File: src/rtl/pwr_regs_pkg.sv
// constants and types for the power, timestamp and synthesizer divider register group
//
// Contract
// - mode code 0x46 selects low power (up to 1 GSPS), 0x4B high performance, others reserved.
// - timestamp control bit 0 enables the timestamp receiver; disabled after reset.
// - reference clock output driven only while its enable and synthesizer enable are set.
// - reference clock output enable resets to one so output starts without writes.
// - second divider divides by 1, 2, 4 for codes 0-2; 3 reserved; reset 0.
// - first divider divides by 5, 4, 3 for codes 0-2; 3 reserved; reset 0.
// - third divider divides sampling clock by 6-bit value 1..63; resets to 32.
package pwr_regs_pkg;

	// serial frame: read flag, 15-bit address, 8-bit data, msb first
	localparam int ADDR_W = 15;
	localparam int DATA_W = 8;
	localparam logic [4:0] FRAME_BITS = 5'h18;
	localparam logic [4:0] HEADER_BITS = 5'h10;

	// register offsets
	localparam logic [14:0] OFS_POWER_MODE = 15'h0037;
	localparam logic [14:0] OFS_TIMESTAMP = 15'h003b;
	localparam logic [14:0] OFS_REF_OUTPUT = 15'h003c;
	localparam logic [14:0] OFS_FBDIV_FIRST_SECOND = 15'h003d;
	localparam logic [14:0] OFS_FBDIV_THIRD = 15'h003e;

	// reset values
	localparam logic [7:0] RST_POWER_MODE = 8'h4b;
	localparam logic [7:0] RST_TIMESTAMP = 8'h00;
	localparam logic [7:0] RST_REF_OUTPUT = 8'h01;
	localparam logic [7:0] RST_FBDIV_FIRST_SECOND = 8'h00;
	localparam logic [7:0] RST_FBDIV_THIRD = 8'h20;

	// field positions
	localparam int TS_RECV_EN_BIT = 0;
	localparam int TS_LVPECL_EN_BIT = 1;
	localparam int REFO_EN_BIT = 0;
	localparam int V_DIV_LSB = 0;
	localparam int P_DIV_LSB = 2;
	localparam int N_DIV_LSB = 0;

	// power mode codes
	localparam logic [7:0] PM_CODE_LOW = 8'h46;
	localparam logic [7:0] PM_CODE_HIGH = 8'h4b;

	// divider ratios, zero marks a reserved code and halts the stage
	localparam int STAGES = 3;
	localparam logic [5:0] RATIO_HALT = 6'h00;
	localparam logic [5:0] RATIO_1 = 6'h01;
	localparam logic [5:0] RATIO_2 = 6'h02;
	localparam logic [5:0] RATIO_3 = 6'h03;
	localparam logic [5:0] RATIO_4 = 6'h04;
	localparam logic [5:0] RATIO_5 = 6'h05;

	typedef struct packed {
		logic [ADDR_W-1:0] addr;
		logic [DATA_W-1:0] data;
	} reg_write_type;

	typedef enum logic [1:0] {
		MODE_HIGH_PERF = 2'b00,
		MODE_LOW_POWER = 2'b01,
		MODE_RESERVED = 2'b10
	} power_mode_type;

endpackage : pwr_regs_pkg

File: src/rtl/power_timestamp_pll_divider_regs.sv
// power mode, timestamp, reference output and synthesizer feedback divider registers
`timescale 1ns/1ns
`default_nettype none
module power_timestamp_pll_divider_regs (
	// clock and reset
	input wire logic clk_in,
	input wire logic rst_in,
	// serial control port
	input wire logic sclk_in,
	input wire logic cs_n_in,
	input wire logic sdi_in,
	output logic sdo_out,
	output logic sdo_oe_out,
	// synthesizer controls from the rest of the device
	input wire logic synth_enable_in,
	input wire logic synth_reset_in,
	input wire logic vco_tick_in,
	// power mode
	output pwr_regs_pkg::power_mode_type power_mode_select_out,
	// timestamp receiver
	output logic timestamp_receiver_enable_out,
	output logic timestamp_lvpecl_enable_out,
	// reference clock output
	output logic reference_clock_output_drive_out,
	// divider settings and divided ticks
	output logic [5:0] first_ratio_out,
	output logic [5:0] second_ratio_out,
	output logic [5:0] third_ratio_out,
	output logic sample_tick_out,
	output logic pfd_feedback_tick_out
);
	logic [7:0] power_mode_q, power_mode_d;
	logic [7:0] timestamp_q, timestamp_d;
	logic [7:0] ref_output_q, ref_output_d;
	logic [7:0] fbdiv_fs_q, fbdiv_fs_d;
	logic [7:0] fbdiv_third_q, fbdiv_third_d;
	pwr_regs_pkg::reg_write_type wr;
	logic wr_strobe;
	logic [14:0] rd_addr;
	logic [7:0] rd_data;
	pwr_regs_pkg::power_mode_type mode_q, mode_d;
	logic drive_q, drive_d;
	logic [5:0] ratio [pwr_regs_pkg::STAGES];
	logic [5:0] cnt_q [pwr_regs_pkg::STAGES];
	logic [5:0] cnt_d [pwr_regs_pkg::STAGES];
	logic [pwr_regs_pkg::STAGES:0] tick;
	logic [pwr_regs_pkg::STAGES:1] tick_q, tick_d;

	function automatic logic [5:0] first_ratio(input logic [1:0] code);
		unique case (code)
			2'h0: first_ratio = pwr_regs_pkg::RATIO_5;
			2'h1: first_ratio = pwr_regs_pkg::RATIO_4;
			2'h2: first_ratio = pwr_regs_pkg::RATIO_3;
			2'h3: first_ratio = pwr_regs_pkg::RATIO_HALT;
		endcase
	endfunction : first_ratio

	function automatic logic [5:0] second_ratio(input logic [1:0] code);
		unique case (code)
			2'h0: second_ratio = pwr_regs_pkg::RATIO_1;
			2'h1: second_ratio = pwr_regs_pkg::RATIO_2;
			2'h2: second_ratio = pwr_regs_pkg::RATIO_4;
			2'h3: second_ratio = pwr_regs_pkg::RATIO_HALT;
		endcase
	endfunction : second_ratio

	serial_port_slave port (
		.clk_in(clk_in),
		.rst_in(rst_in),
		.sclk_in(sclk_in),
		.cs_n_in(cs_n_in),
		.sdi_in(sdi_in),
		.sdo_out(sdo_out),
		.sdo_oe_out(sdo_oe_out),
		.wr_out(wr),
		.wr_strobe_out(wr_strobe),
		.rd_addr_out(rd_addr),
		.rd_data_in(rd_data)
	);

	// reserved bits are stored as written; the host keeps them at reset value
	always_comb begin
		power_mode_d = power_mode_q;
		timestamp_d = timestamp_q;
		ref_output_d = ref_output_q;
		fbdiv_fs_d = fbdiv_fs_q;
		fbdiv_third_d = fbdiv_third_q;
		if (wr_strobe) begin
			unique case (wr.addr)
				pwr_regs_pkg::OFS_POWER_MODE: power_mode_d = wr.data;
				pwr_regs_pkg::OFS_TIMESTAMP: timestamp_d = wr.data;
				pwr_regs_pkg::OFS_REF_OUTPUT: ref_output_d = wr.data;
				pwr_regs_pkg::OFS_FBDIV_FIRST_SECOND: fbdiv_fs_d = wr.data;
				pwr_regs_pkg::OFS_FBDIV_THIRD: fbdiv_third_d = wr.data;
				default: ;
			endcase
		end
	end

	// unmapped addresses read as zero
	always_comb begin
		unique case (rd_addr)
			pwr_regs_pkg::OFS_POWER_MODE: rd_data = power_mode_q;
			pwr_regs_pkg::OFS_TIMESTAMP: rd_data = timestamp_q;
			pwr_regs_pkg::OFS_REF_OUTPUT: rd_data = ref_output_q;
			pwr_regs_pkg::OFS_FBDIV_FIRST_SECOND: rd_data = fbdiv_fs_q;
			pwr_regs_pkg::OFS_FBDIV_THIRD: rd_data = fbdiv_third_q;
			default: rd_data = 8'h00;
		endcase
	end

	always_ff @(posedge clk_in) begin
		if (rst_in) begin
			power_mode_q <= pwr_regs_pkg::RST_POWER_MODE;
			timestamp_q <= pwr_regs_pkg::RST_TIMESTAMP;
			ref_output_q <= pwr_regs_pkg::RST_REF_OUTPUT;
			fbdiv_fs_q <= pwr_regs_pkg::RST_FBDIV_FIRST_SECOND;
			fbdiv_third_q <= pwr_regs_pkg::RST_FBDIV_THIRD;
		end else begin
			power_mode_q <= power_mode_d;
			timestamp_q <= timestamp_d;
			ref_output_q <= ref_output_d;
			fbdiv_fs_q <= fbdiv_fs_d;
			fbdiv_third_q <= fbdiv_third_d;
		end
	end

	// mode decode; calibration ordering around a change is the host's job
	always_comb begin
		if (power_mode_q == pwr_regs_pkg::PM_CODE_LOW) begin
			mode_d = pwr_regs_pkg::MODE_LOW_POWER;
		end else if (power_mode_q == pwr_regs_pkg::PM_CODE_HIGH) begin
			mode_d = pwr_regs_pkg::MODE_HIGH_PERF;
		end else begin
			mode_d = pwr_regs_pkg::MODE_RESERVED;
		end
		drive_d = ref_output_q[pwr_regs_pkg::REFO_EN_BIT] & synth_enable_in;
	end

	always_ff @(posedge clk_in) begin
		if (rst_in) begin
			mode_q <= pwr_regs_pkg::MODE_HIGH_PERF;
			drive_q <= 1'b0;
		end else begin
			mode_q <= mode_d;
			drive_q <= drive_d;
		end
	end

	// divider chain: vco -> first -> second (sampling) -> third (pfd feedback)
	always_comb begin
		ratio[0] = first_ratio(fbdiv_fs_q[pwr_regs_pkg::V_DIV_LSB +: 2]);
		ratio[1] = second_ratio(fbdiv_fs_q[pwr_regs_pkg::P_DIV_LSB +: 2]);
		ratio[2] = fbdiv_third_q[pwr_regs_pkg::N_DIV_LSB +: 6];
	end

	// counters stay cleared during synthesizer reset, which is when dividers may change
	always_comb begin
		tick[0] = vco_tick_in;
		for (int i = 0; i < pwr_regs_pkg::STAGES; i++) begin
			cnt_d[i] = cnt_q[i];
			tick[i+1] = 1'b0;
			if (synth_reset_in || !synth_enable_in) begin
				cnt_d[i] = 6'h00;
			end else if (tick[i] && ratio[i] != pwr_regs_pkg::RATIO_HALT) begin
				if (cnt_q[i] >= ratio[i] - 6'h01) begin
					cnt_d[i] = 6'h00;
					tick[i+1] = 1'b1;
				end else begin
					cnt_d[i] = cnt_q[i] + 6'h01;
				end
			end
		end
		tick_d = tick[pwr_regs_pkg::STAGES:1];
	end

	always_ff @(posedge clk_in) begin
		if (rst_in) begin
			for (int i = 0; i < pwr_regs_pkg::STAGES; i++) begin
				cnt_q[i] <= 6'h00;
			end
			tick_q <= '0;
		end else begin
			for (int i = 0; i < pwr_regs_pkg::STAGES; i++) begin
				cnt_q[i] <= cnt_d[i];
			end
			tick_q <= tick_d;
		end
	end

	assign power_mode_select_out = mode_q;
	assign timestamp_receiver_enable_out = timestamp_q[pwr_regs_pkg::TS_RECV_EN_BIT];
	assign timestamp_lvpecl_enable_out = timestamp_q[pwr_regs_pkg::TS_LVPECL_EN_BIT];
	assign reference_clock_output_drive_out = drive_q;
	assign first_ratio_out = ratio[0];
	assign second_ratio_out = ratio[1];
	assign third_ratio_out = ratio[2];
	assign sample_tick_out = tick_q[2];
	assign pfd_feedback_tick_out = tick_q[3];

endmodule : power_timestamp_pll_divider_regs
`default_nettype wire

File: src/rtl/serial_port_slave.sv
// serial control port slave: frame capture, write strobe and read shift-out
`timescale 1ns/1ns
`default_nettype none
module serial_port_slave (
	// clock and reset
	input wire logic clk_in,
	input wire logic rst_in,
	// serial pins
	input wire logic sclk_in,
	input wire logic cs_n_in,
	input wire logic sdi_in,
	output logic sdo_out,
	output logic sdo_oe_out,
	// register side
	output pwr_regs_pkg::reg_write_type wr_out,
	output logic wr_strobe_out,
	output logic [pwr_regs_pkg::ADDR_W-1:0] rd_addr_out,
	input wire logic [pwr_regs_pkg::DATA_W-1:0] rd_data_in
);
	logic [1:0] sclk_s1_q, sclk_s1_d;
	logic [2:1] sclk_s_q, sclk_s_d;
	logic cs_s1_q, cs_s2_q, sdi_s1_q, sdi_s2_q;
	logic [4:0] count_q, count_d;
	logic [23:0] shift_q, shift_d;
	logic [7:0] out_q, out_d;
	logic read_q, read_d;
	pwr_regs_pkg::reg_write_type wr_q, wr_d;
	logic strobe_q, strobe_d;
	logic rise, fall;

	// the two-flop s1 stage only feeds sclk_s_q; edges are taken from the third and fourth stages
	always_ff @(posedge clk_in) begin
		if (rst_in) begin
			sclk_s1_q <= 2'h0;
			sclk_s_q <= 2'h0;
			cs_s1_q <= 1'b1;
			cs_s2_q <= 1'b1;
			sdi_s1_q <= 1'b0;
			sdi_s2_q <= 1'b0;
		end else begin
			sclk_s1_q <= sclk_s1_d;
			sclk_s_q <= sclk_s_d;
			cs_s1_q <= cs_n_in;
			cs_s2_q <= cs_s1_q;
			sdi_s1_q <= sdi_in;
			sdi_s2_q <= sdi_s1_q;
		end
	end

	always_comb begin
		sclk_s1_d = {sclk_s1_q[0], sclk_in};
		sclk_s_d = {sclk_s_q[1], sclk_s1_q[1]};
	end

	assign rise = sclk_s_q[1] & ~sclk_s_q[2];
	assign fall = ~sclk_s_q[1] & sclk_s_q[2];

	always_comb begin
		count_d = count_q;
		shift_d = shift_q;
		out_d = out_q;
		read_d = read_q;
		wr_d = wr_q;
		strobe_d = 1'b0;
		if (cs_s2_q) begin
			count_d = 5'h00;
			read_d = 1'b0;
		end else if (rise && count_q != pwr_regs_pkg::FRAME_BITS) begin
			shift_d = {shift_q[22:0], sdi_s2_q};
			count_d = count_q + 5'h01;
			if (count_q == 5'h00) begin
				read_d = sdi_s2_q;
			end
			if (count_d == pwr_regs_pkg::FRAME_BITS && !read_q) begin
				wr_d.addr = shift_d[22:8];
				wr_d.data = shift_d[7:0];
				strobe_d = 1'b1;
			end
		end else if (fall && count_q == pwr_regs_pkg::HEADER_BITS) begin
			// fetch on the falling edge: the last address bit is in shift_q only by then
			out_d = rd_data_in;
		end else if (fall && count_q > pwr_regs_pkg::HEADER_BITS) begin
			out_d = {out_q[6:0], 1'b0};
		end
	end

	always_ff @(posedge clk_in) begin
		if (rst_in) begin
			count_q <= 5'h00;
			shift_q <= 24'h000000;
			out_q <= 8'h00;
			read_q <= 1'b0;
			wr_q <= '0;
			strobe_q <= 1'b0;
		end else begin
			count_q <= count_d;
			shift_q <= shift_d;
			out_q <= out_d;
			read_q <= read_d;
			wr_q <= wr_d;
			strobe_q <= strobe_d;
		end
	end

	assign rd_addr_out = shift_q[14:0];
	assign sdo_out = out_q[7];
	assign sdo_oe_out = ~cs_s2_q & read_q & (count_q >= pwr_regs_pkg::HEADER_BITS);
	assign wr_out = wr_q;
	assign wr_strobe_out = strobe_q;

endmodule : serial_port_slave
`default_nettype wire

File: config.mk
export PLATFORM = sky130hd
export DESIGN_NAME = power_timestamp_pll_divider_regs
export DESIGN_NICKNAME = d
export VERILOG_FILES = /design/src/rtl/pwr_regs_pkg.sv /design/src/rtl/power_timestamp_pll_divider_regs.sv /design/src/rtl/serial_port_slave.sv
export SDC_FILE = /design/constraint.sdc
export NUM_CORES = 1
export LEC_CHECK = 0
export BUFFER_PORTS_ARGS = -buffer_cell sky130_fd_sc_hd__clkbuf_2
export CORE_MARGIN = 3
export CORE_UTILIZATION = 58
export CTS_CLUSTER_DIAMETER = 60
export DETAILED_ROUTE_END_ITERATION = 12
export MAX_ROUTING_LAYER = met4
export PLACE_DENSITY_LB_ADDON = 0.12
export SLEW_MARGIN = 20
export SYNTH_ARGS = -nofsm -noshare
export SYNTH_HDL_FRONTEND = slang
export SYNTH_SLANG_ARGS = --single-unit
File: constraint.sdc
create_clock -name clk_in -period 2.7 [get_ports clk_in]
set_input_delay 0.81 -clock clk_in [delete_from_list [all_inputs] [get_ports clk_in]]
set_output_delay 0.81 -clock clk_in [all_outputs]
set_load 0.1 [all_outputs]
---- After elaboration in Yosys (flattened, before gate mapping) ----
Memory sizes are Yosys's and may differ from the RTL's.
Index checks and enable logic that the tools add are counted.
W data, S select, Z words.
storage, ports and cells
  RAM bits ................................ 18
  input port bits ......................... 8
  word-level logic and storage cells ...... 130
  bits in registers ....................... 114
  memories ................................ 1
  output and inout port bits .............. 27
operators by class
  add/subtract/negate cells ............... 7
  equality and inequality tests ........... 21
  muxes and demuxes ....................... 30
  bitwise operators ....................... 13
  order comparisons ....................... 5
  reduce and logical (&&, ||, !) cells .... 30
memories
  memory  words  width  read ports  clocked after memory_dff  wr ports  RTL line                                text
  cnt_q   3      6      3           0                         3         power_timestamp_pll_divider_regs.sv:44  logic [5:0] cnt_q [pwr_regs_pkg::STAGES];
operators with widths
  kind                   number
  $eq A15 B6 Y1 const B  10
  $mux W6                12
  $pmux W6 S4            2
  $pmux W8 S5            1
  $add A6 B1 Y6 const B  3
  $ge A6 B6 Y1           3
  $reduce_bool A6 Y1     3
  $sub A6 B1 Y6 const B  3
  $eq A8 B7 Y1 const B   2
  $mux W8                2
  $reduce_and A2 Y1      7
  $mux W1                12
  $eq A5 B5 Y1 const B   2
  $eq A2 B2 Y1 const B   4
  $logic_and A1 B1 Y1    7
  $reduce_and A3 Y1      2
  $reduce_or A3 Y1       2
  $add A5 B1 Y5 const B  1
  $and A1 B1 Y1          5
  $ge A5 B5 Y1 const B   1
  $gt A5 B5 Y1 const B   1
  $logic_not A5 Y1       1
  $ne A5 B5 Y1 const B   1
  $not A1 Y1             5
  other kinds (8)        14

---- Logic depth before layout (Yosys ltp) ----
  depth after elaboration ................. 14
  depth in mapped cells ................... 12
  gate-level depth less buffers ........... 10

---- Modules after synthesis ----
Synthesis repeated with hierarchy kept, for this count alone.
unflattened totals
  cells, all modules ...................... 685
  area total of the unflattened synthesis .. 6444.9 sq um
modules (own cells, without submodules)
  module                            seq. area each (sq um)  area each (sq um)  cells an instance  times used
  power_timestamp_pll_divider_regs  1261.2                  3539.6             392                1
  serial_port_slave                 1361.3                  2905.3             293                1

---- Worst setup path after synthesis ----
OpenSTA, ideal clock, no wires.
  path kind ............................... register to output
  start point ............................. register fbdiv_fs_q[0]
  end point ............................... output port first_ratio_out[0]
  path buffers ............................ 0
  data required time ...................... 1890 ps
  setup slack ............................. 96 ps
  cell stages (with the launch flop) ...... 4
  arrival time ............................ 1794 ps
  cell sequence ........................... dfxtp_1 > inv_1 > ha_1 > or2_2
between the ends
  longest elaborated chain between the ends .. 2
  elaborated cells between the ends (all ways) .. 5
  classes of those cells .................. eq/ne: 3; mux: 1; reduce/logical: 1
ends and longest elaborated chain
  what                                        RTL line                                 text
  start, declared                             power_timestamp_pll_divider_regs.sv:35   logic [7:0] fbdiv_fs_q, fbdiv_fs_d;
  start signal, assigned                      power_timestamp_pll_divider_regs.sv:117  fbdiv_fs_q <= pwr_regs_pkg::RST_FBDIV_FIRST_SECOND;
  start signal, assigned                      power_timestamp_pll_divider_regs.sv:123  fbdiv_fs_q <= fbdiv_fs_d;
  $eq A2 B2 Y1, or another cell as far along  power_timestamp_pll_divider_regs.sv:50   unique case (code)
  $pmux W6 S4 *                               power_timestamp_pll_divider_regs.sv:50
  end, declared                               power_timestamp_pll_divider_regs.sv:26   output logic [5:0] first_ratio_out,
Mark *: on every way between the ends. The rest lies on a longest branch, timed or not. The select of a mux whose other input is x is not followed.

---- Worst setup path after layout ----
Ends and elaborated chain as after synthesis.

==> impl_metrics.csv <==
group,metric,value,unit
drt,detail_route.first_pass.iterations,5,
synthesis,synth_edf_count,0,
global_route,grt_util_all_layers,25.14,%
die,core,9955,µm²
power,power.switching,891.0,µW
synthesis,synth_top_family_by_area,"simple AND/OR/NAND/NOR gates",
sta,grt_setup_unrepaired,"no",
setup_path,worst_path_max_delay_cell,"dfxtp_2",
clocking,hold_buffers,0,
setup_path,regToRegEndpoint,"cnt_q[0][15]",
setup_path,path_class,"reg2out",
synthesis,post-synth-top-count-cell,"dfxtp_1",
power,combPwrFrac,2.4,%
synthesis,post_synth_mux_area_share,7.420,%
setup_path,worst_r2r_startpoint,"fbdiv_third_q[1]",
placed_design,placement.cell_area,6235,µm²
sta,maxClockFrequency,389.4,MHz
clocking,root_buffer,"clkbuf_8",
power,vdd_drop_max,0.0004488,V
global_route,antenna_violations_before_repair,0,
sta,finalHoldViolCount,0,
synthesis,synth_xor_xnor_area_share,2.741,%
clocking,tritoncts,"built",
cells_and_area,final_util,68.59,%
sta,finClkSkew,0.006513,ns
die,starting_density,60.99,%
global_route,grt_pass1_vias,4742,
cells_and_area,post_route_cells_drive_above_1_share,11.66,%
setup_path,path_max_fanout,6,
placed_design,dp.final_hpwl,9069,µm
drt,vias_after_detailed_routing,4798,
drt,routed_via_density,5.566,
die,chipHeight,108.3,µm
setup_path,cpLargestDelayFamily,"flip-flops",
synthesis,netlist_top_cells_area,"dfxtp_1 43%, nand2_1 7.7%, mux2i_1 7.4%",
synthesis,yosys.area_share.simple,23.04,%
setup_path,reg2reg_slack,0.23,ns
flow_run,drv_cap,0,
synthesis,synth_top_flop_cell,"dfxtp_1",
setup_path,worstPathCellList,"inv_1, ha_1, or2_2, buf_4",
setup_path,worst_ep_arrival_time,1.76,ns
setup_path,critPathBufInv,2,
die,core.rowCount,36,
sta,setup_viol,0,
synthesis,ys_types,57,
sta,totalNegativeSetupSlack,0,ns
power,totalPowerFinal,4.259,mW
placed_design,numPortBuffers,28,
synthesis,synthesis.instances,699,
sta,tightest_slew,0.6084,ns
synthesis,yosysWarningCount,0,
sta,slew_headroom,59.36,%
drt,route.antenna.remaining_nets,0,
synthesis,synth_compound_gate_area_share,12.16,%
cells_and_area,num_antenna_cells,0,
clocking,cts-htree-levels,4,
global_route,congestion_overflow_gr,0,
hold_path,hp-class,"reg2reg",
global_route,grt_first_pass_wirelength,22690,µm
setup_path,endpoint_kind,"output port",
drt,route.detailed.wl_per_inst,15.25,µm
cells_and_area,post_route_cell_area,6828,µm²
clocking,ctsLongestPathBuffers,2,
drt,dr.first_iter.drc_count,342,
global_route,grt_max_degree,102,
synthesis,synth_top_cell_by_area,"dfxtp_1",
power,power.static_leakage,2.521,nW
die,floorplan.die_area,11730,µm²
clocking,clock_insertion_delay_at_the_later_pin_of_the_skew_report,0.52,ns
setup_path,setup.worst_path.start_class,"flip-flop",
synthesis,synth_adder_area_share,6.183,%
die,floorplan.die.width,108.3,µm
synthesis,yosysSeqAreaShare,43.20,%
clocking,num_clock_sinks,131,
power,swShare,20.92,%
drt,drc_errors,0,
cells_and_area,design.final.nets,754,
run_status,status,"completed",
setup_path,worst_ep_required_time,1.89,ns
power,power.internal,3.368,mW
hold_path,timing.hold.worst_endpoint,"port.cs_s2_q",
drt,routed_wl,13150,µm
clocking,postCtsResizedCells,3,
sta,timing.final.max_slew_violations,0,
synthesis,synth_top_cells_by_count,"131 x dfxtp_1, 125 x nand2_1, 72 x nor2_1, 61 x a21oi_1, 45 x mux2i_1",
power,power.clock.fraction,51.9,%
synthesis,synth.ff_latch_count,131,
setup_path,worst_r2r_path_depth,8,
synthesis,synthesis.area_per_instance,8.685,µm²
synthesis,synthesis.area,6071,µm²
clocking,clkSlewWorstSetupHoldPaths,0.06,ns
power,pwr_density_cell,623.7,nW/µm²
die,top_level_ports,35,
setup_path,crit_path_max_incr_delay,0.38,ns
setup_path,path_depth,4,
sta,layout_worst_path_cycle_share,95.12,%
hold_path,launch_instance_of_the_worst_min_delay_path,"port.cs_s1_q",
clocking,post_cts.repair.setup_buffers,0,
synthesis,async_flop_share,0,%
synthesis,netlist.area_leader.share,43.20,%
clocking,cts_buffers,17,
hold_path,hold_path_depth,1,
placed_design,place.gp.congestion,0.8360,
cells_and_area,layout-area-overhead-vs-synth,12.47,%
power,sequentialPowerShare,45.6,%
sta,fin_crit,2.568,ns
## worst max path at each step
| stage | start | to | slack, ns |
|---|---|---|---|
| global route | fbdiv_fs_q[1] | first_ratio_out[2] | 0.03 |
| detailed placement | fbdiv_third_q[1] | cnt_q[0][15] | 0.31 |
| floorplan | fbdiv_fs_q[0] | first_ratio_out[0] | 0.1 |
| global placement | port.count_q[0] | port.wr_out[20] | 0.43 |
| CTS | fbdiv_fs_q[0] | first_ratio_out[0] | 0.004 |
| finish | fbdiv_fs_q[0] | first_ratio_out[0] | 0.13 |
## flip-flops by register name (all words and copies together), names as in the netlist, 2 cells and up
signal                 count
port.wr_out               23
port.shift_q              22
cnt_q                     18
fbdiv_fs_q                 8
fbdiv_third_q              8
port.out_q                 8
power_mode_q               8
ref_output_q               8
timestamp_q                8
port.count_q               5
port.sclk_s1_q             2
port.sclk_s_q              2
power_mode_select_out      2
tick_q                     2
## metal layers
layer,vias to the layer above,global-route usage (%),share of wire [%]
met3,20,6.209,4.4
met5,-,-,0
li1,2409,-,-
met1,2255,30.57,44
met2,114,41.30,50
met4,0,7.935,1.8
## stage by stage
| stage | hold slack [ns] | setup WS [ns] | instances |
|---|---|---|---|
| finish | 0.4074 | 0.1317 | 862 |
| global route | 0.4226 | 0.03469 | 862 |
| CTS | 0.4108 | 0.004496 | 862 |
| detailed placement | 0.3971 | 0.3138 | 830 |
| global placement | 0.3938 | 0.4257 | 830 |
| floorplan | 0.3895 | 0.09612 | 704 |
## cell families after synthesis
family                     Yosys count
AOI/OAI and AO/OA                  121
xor gates and xnor gates            19
adders and majority gates           30
buffers and inverters               60
DFF                                131
muxes                               45
other                                1
and+or+nand+nor                    292
## layout make-up
type,instances,area (µm²)
clock buffers,24,480.5
clock inverters,8,100.1
fillers,818,3127
inverters,13,48.80
multi-input cells,513,3152
flip-flops and latches,131,2624
well taps,133,166.4
repair buffers,40,256.5
## power by group through the flow
stage	clock, mW	combinational [mW]	sequential [mW]
2_1_floorplan	0	0.0837	1.99
6_report	2.21	0.103	1.94
5_1_grt	2.35	0.110	1.94
4_1_cts	2.25	0.103	1.94
3_5_place_dp	0	0.103	1.99
3_3_place_gp	0	0.102	1.99
## cells in the final DEF (no fill, tap or decap), types with 11 or more instances in the layout
cell       Yosys  final
mux2i_1       45     45
ha_1          30     30
inv_1         13     13
clkbuf_2       0     25
nor2b_1       18     18
o21ai_0       13     13
xor2_1        12     12
nand2_1      125    125
buf_4         14     13
nand3_1       11     11
dfxtp_1      131    130
nor2_1        72     72
a21oi_1       61     61
clkbuf_16      0     16
(Power assumes the default switching activity.)
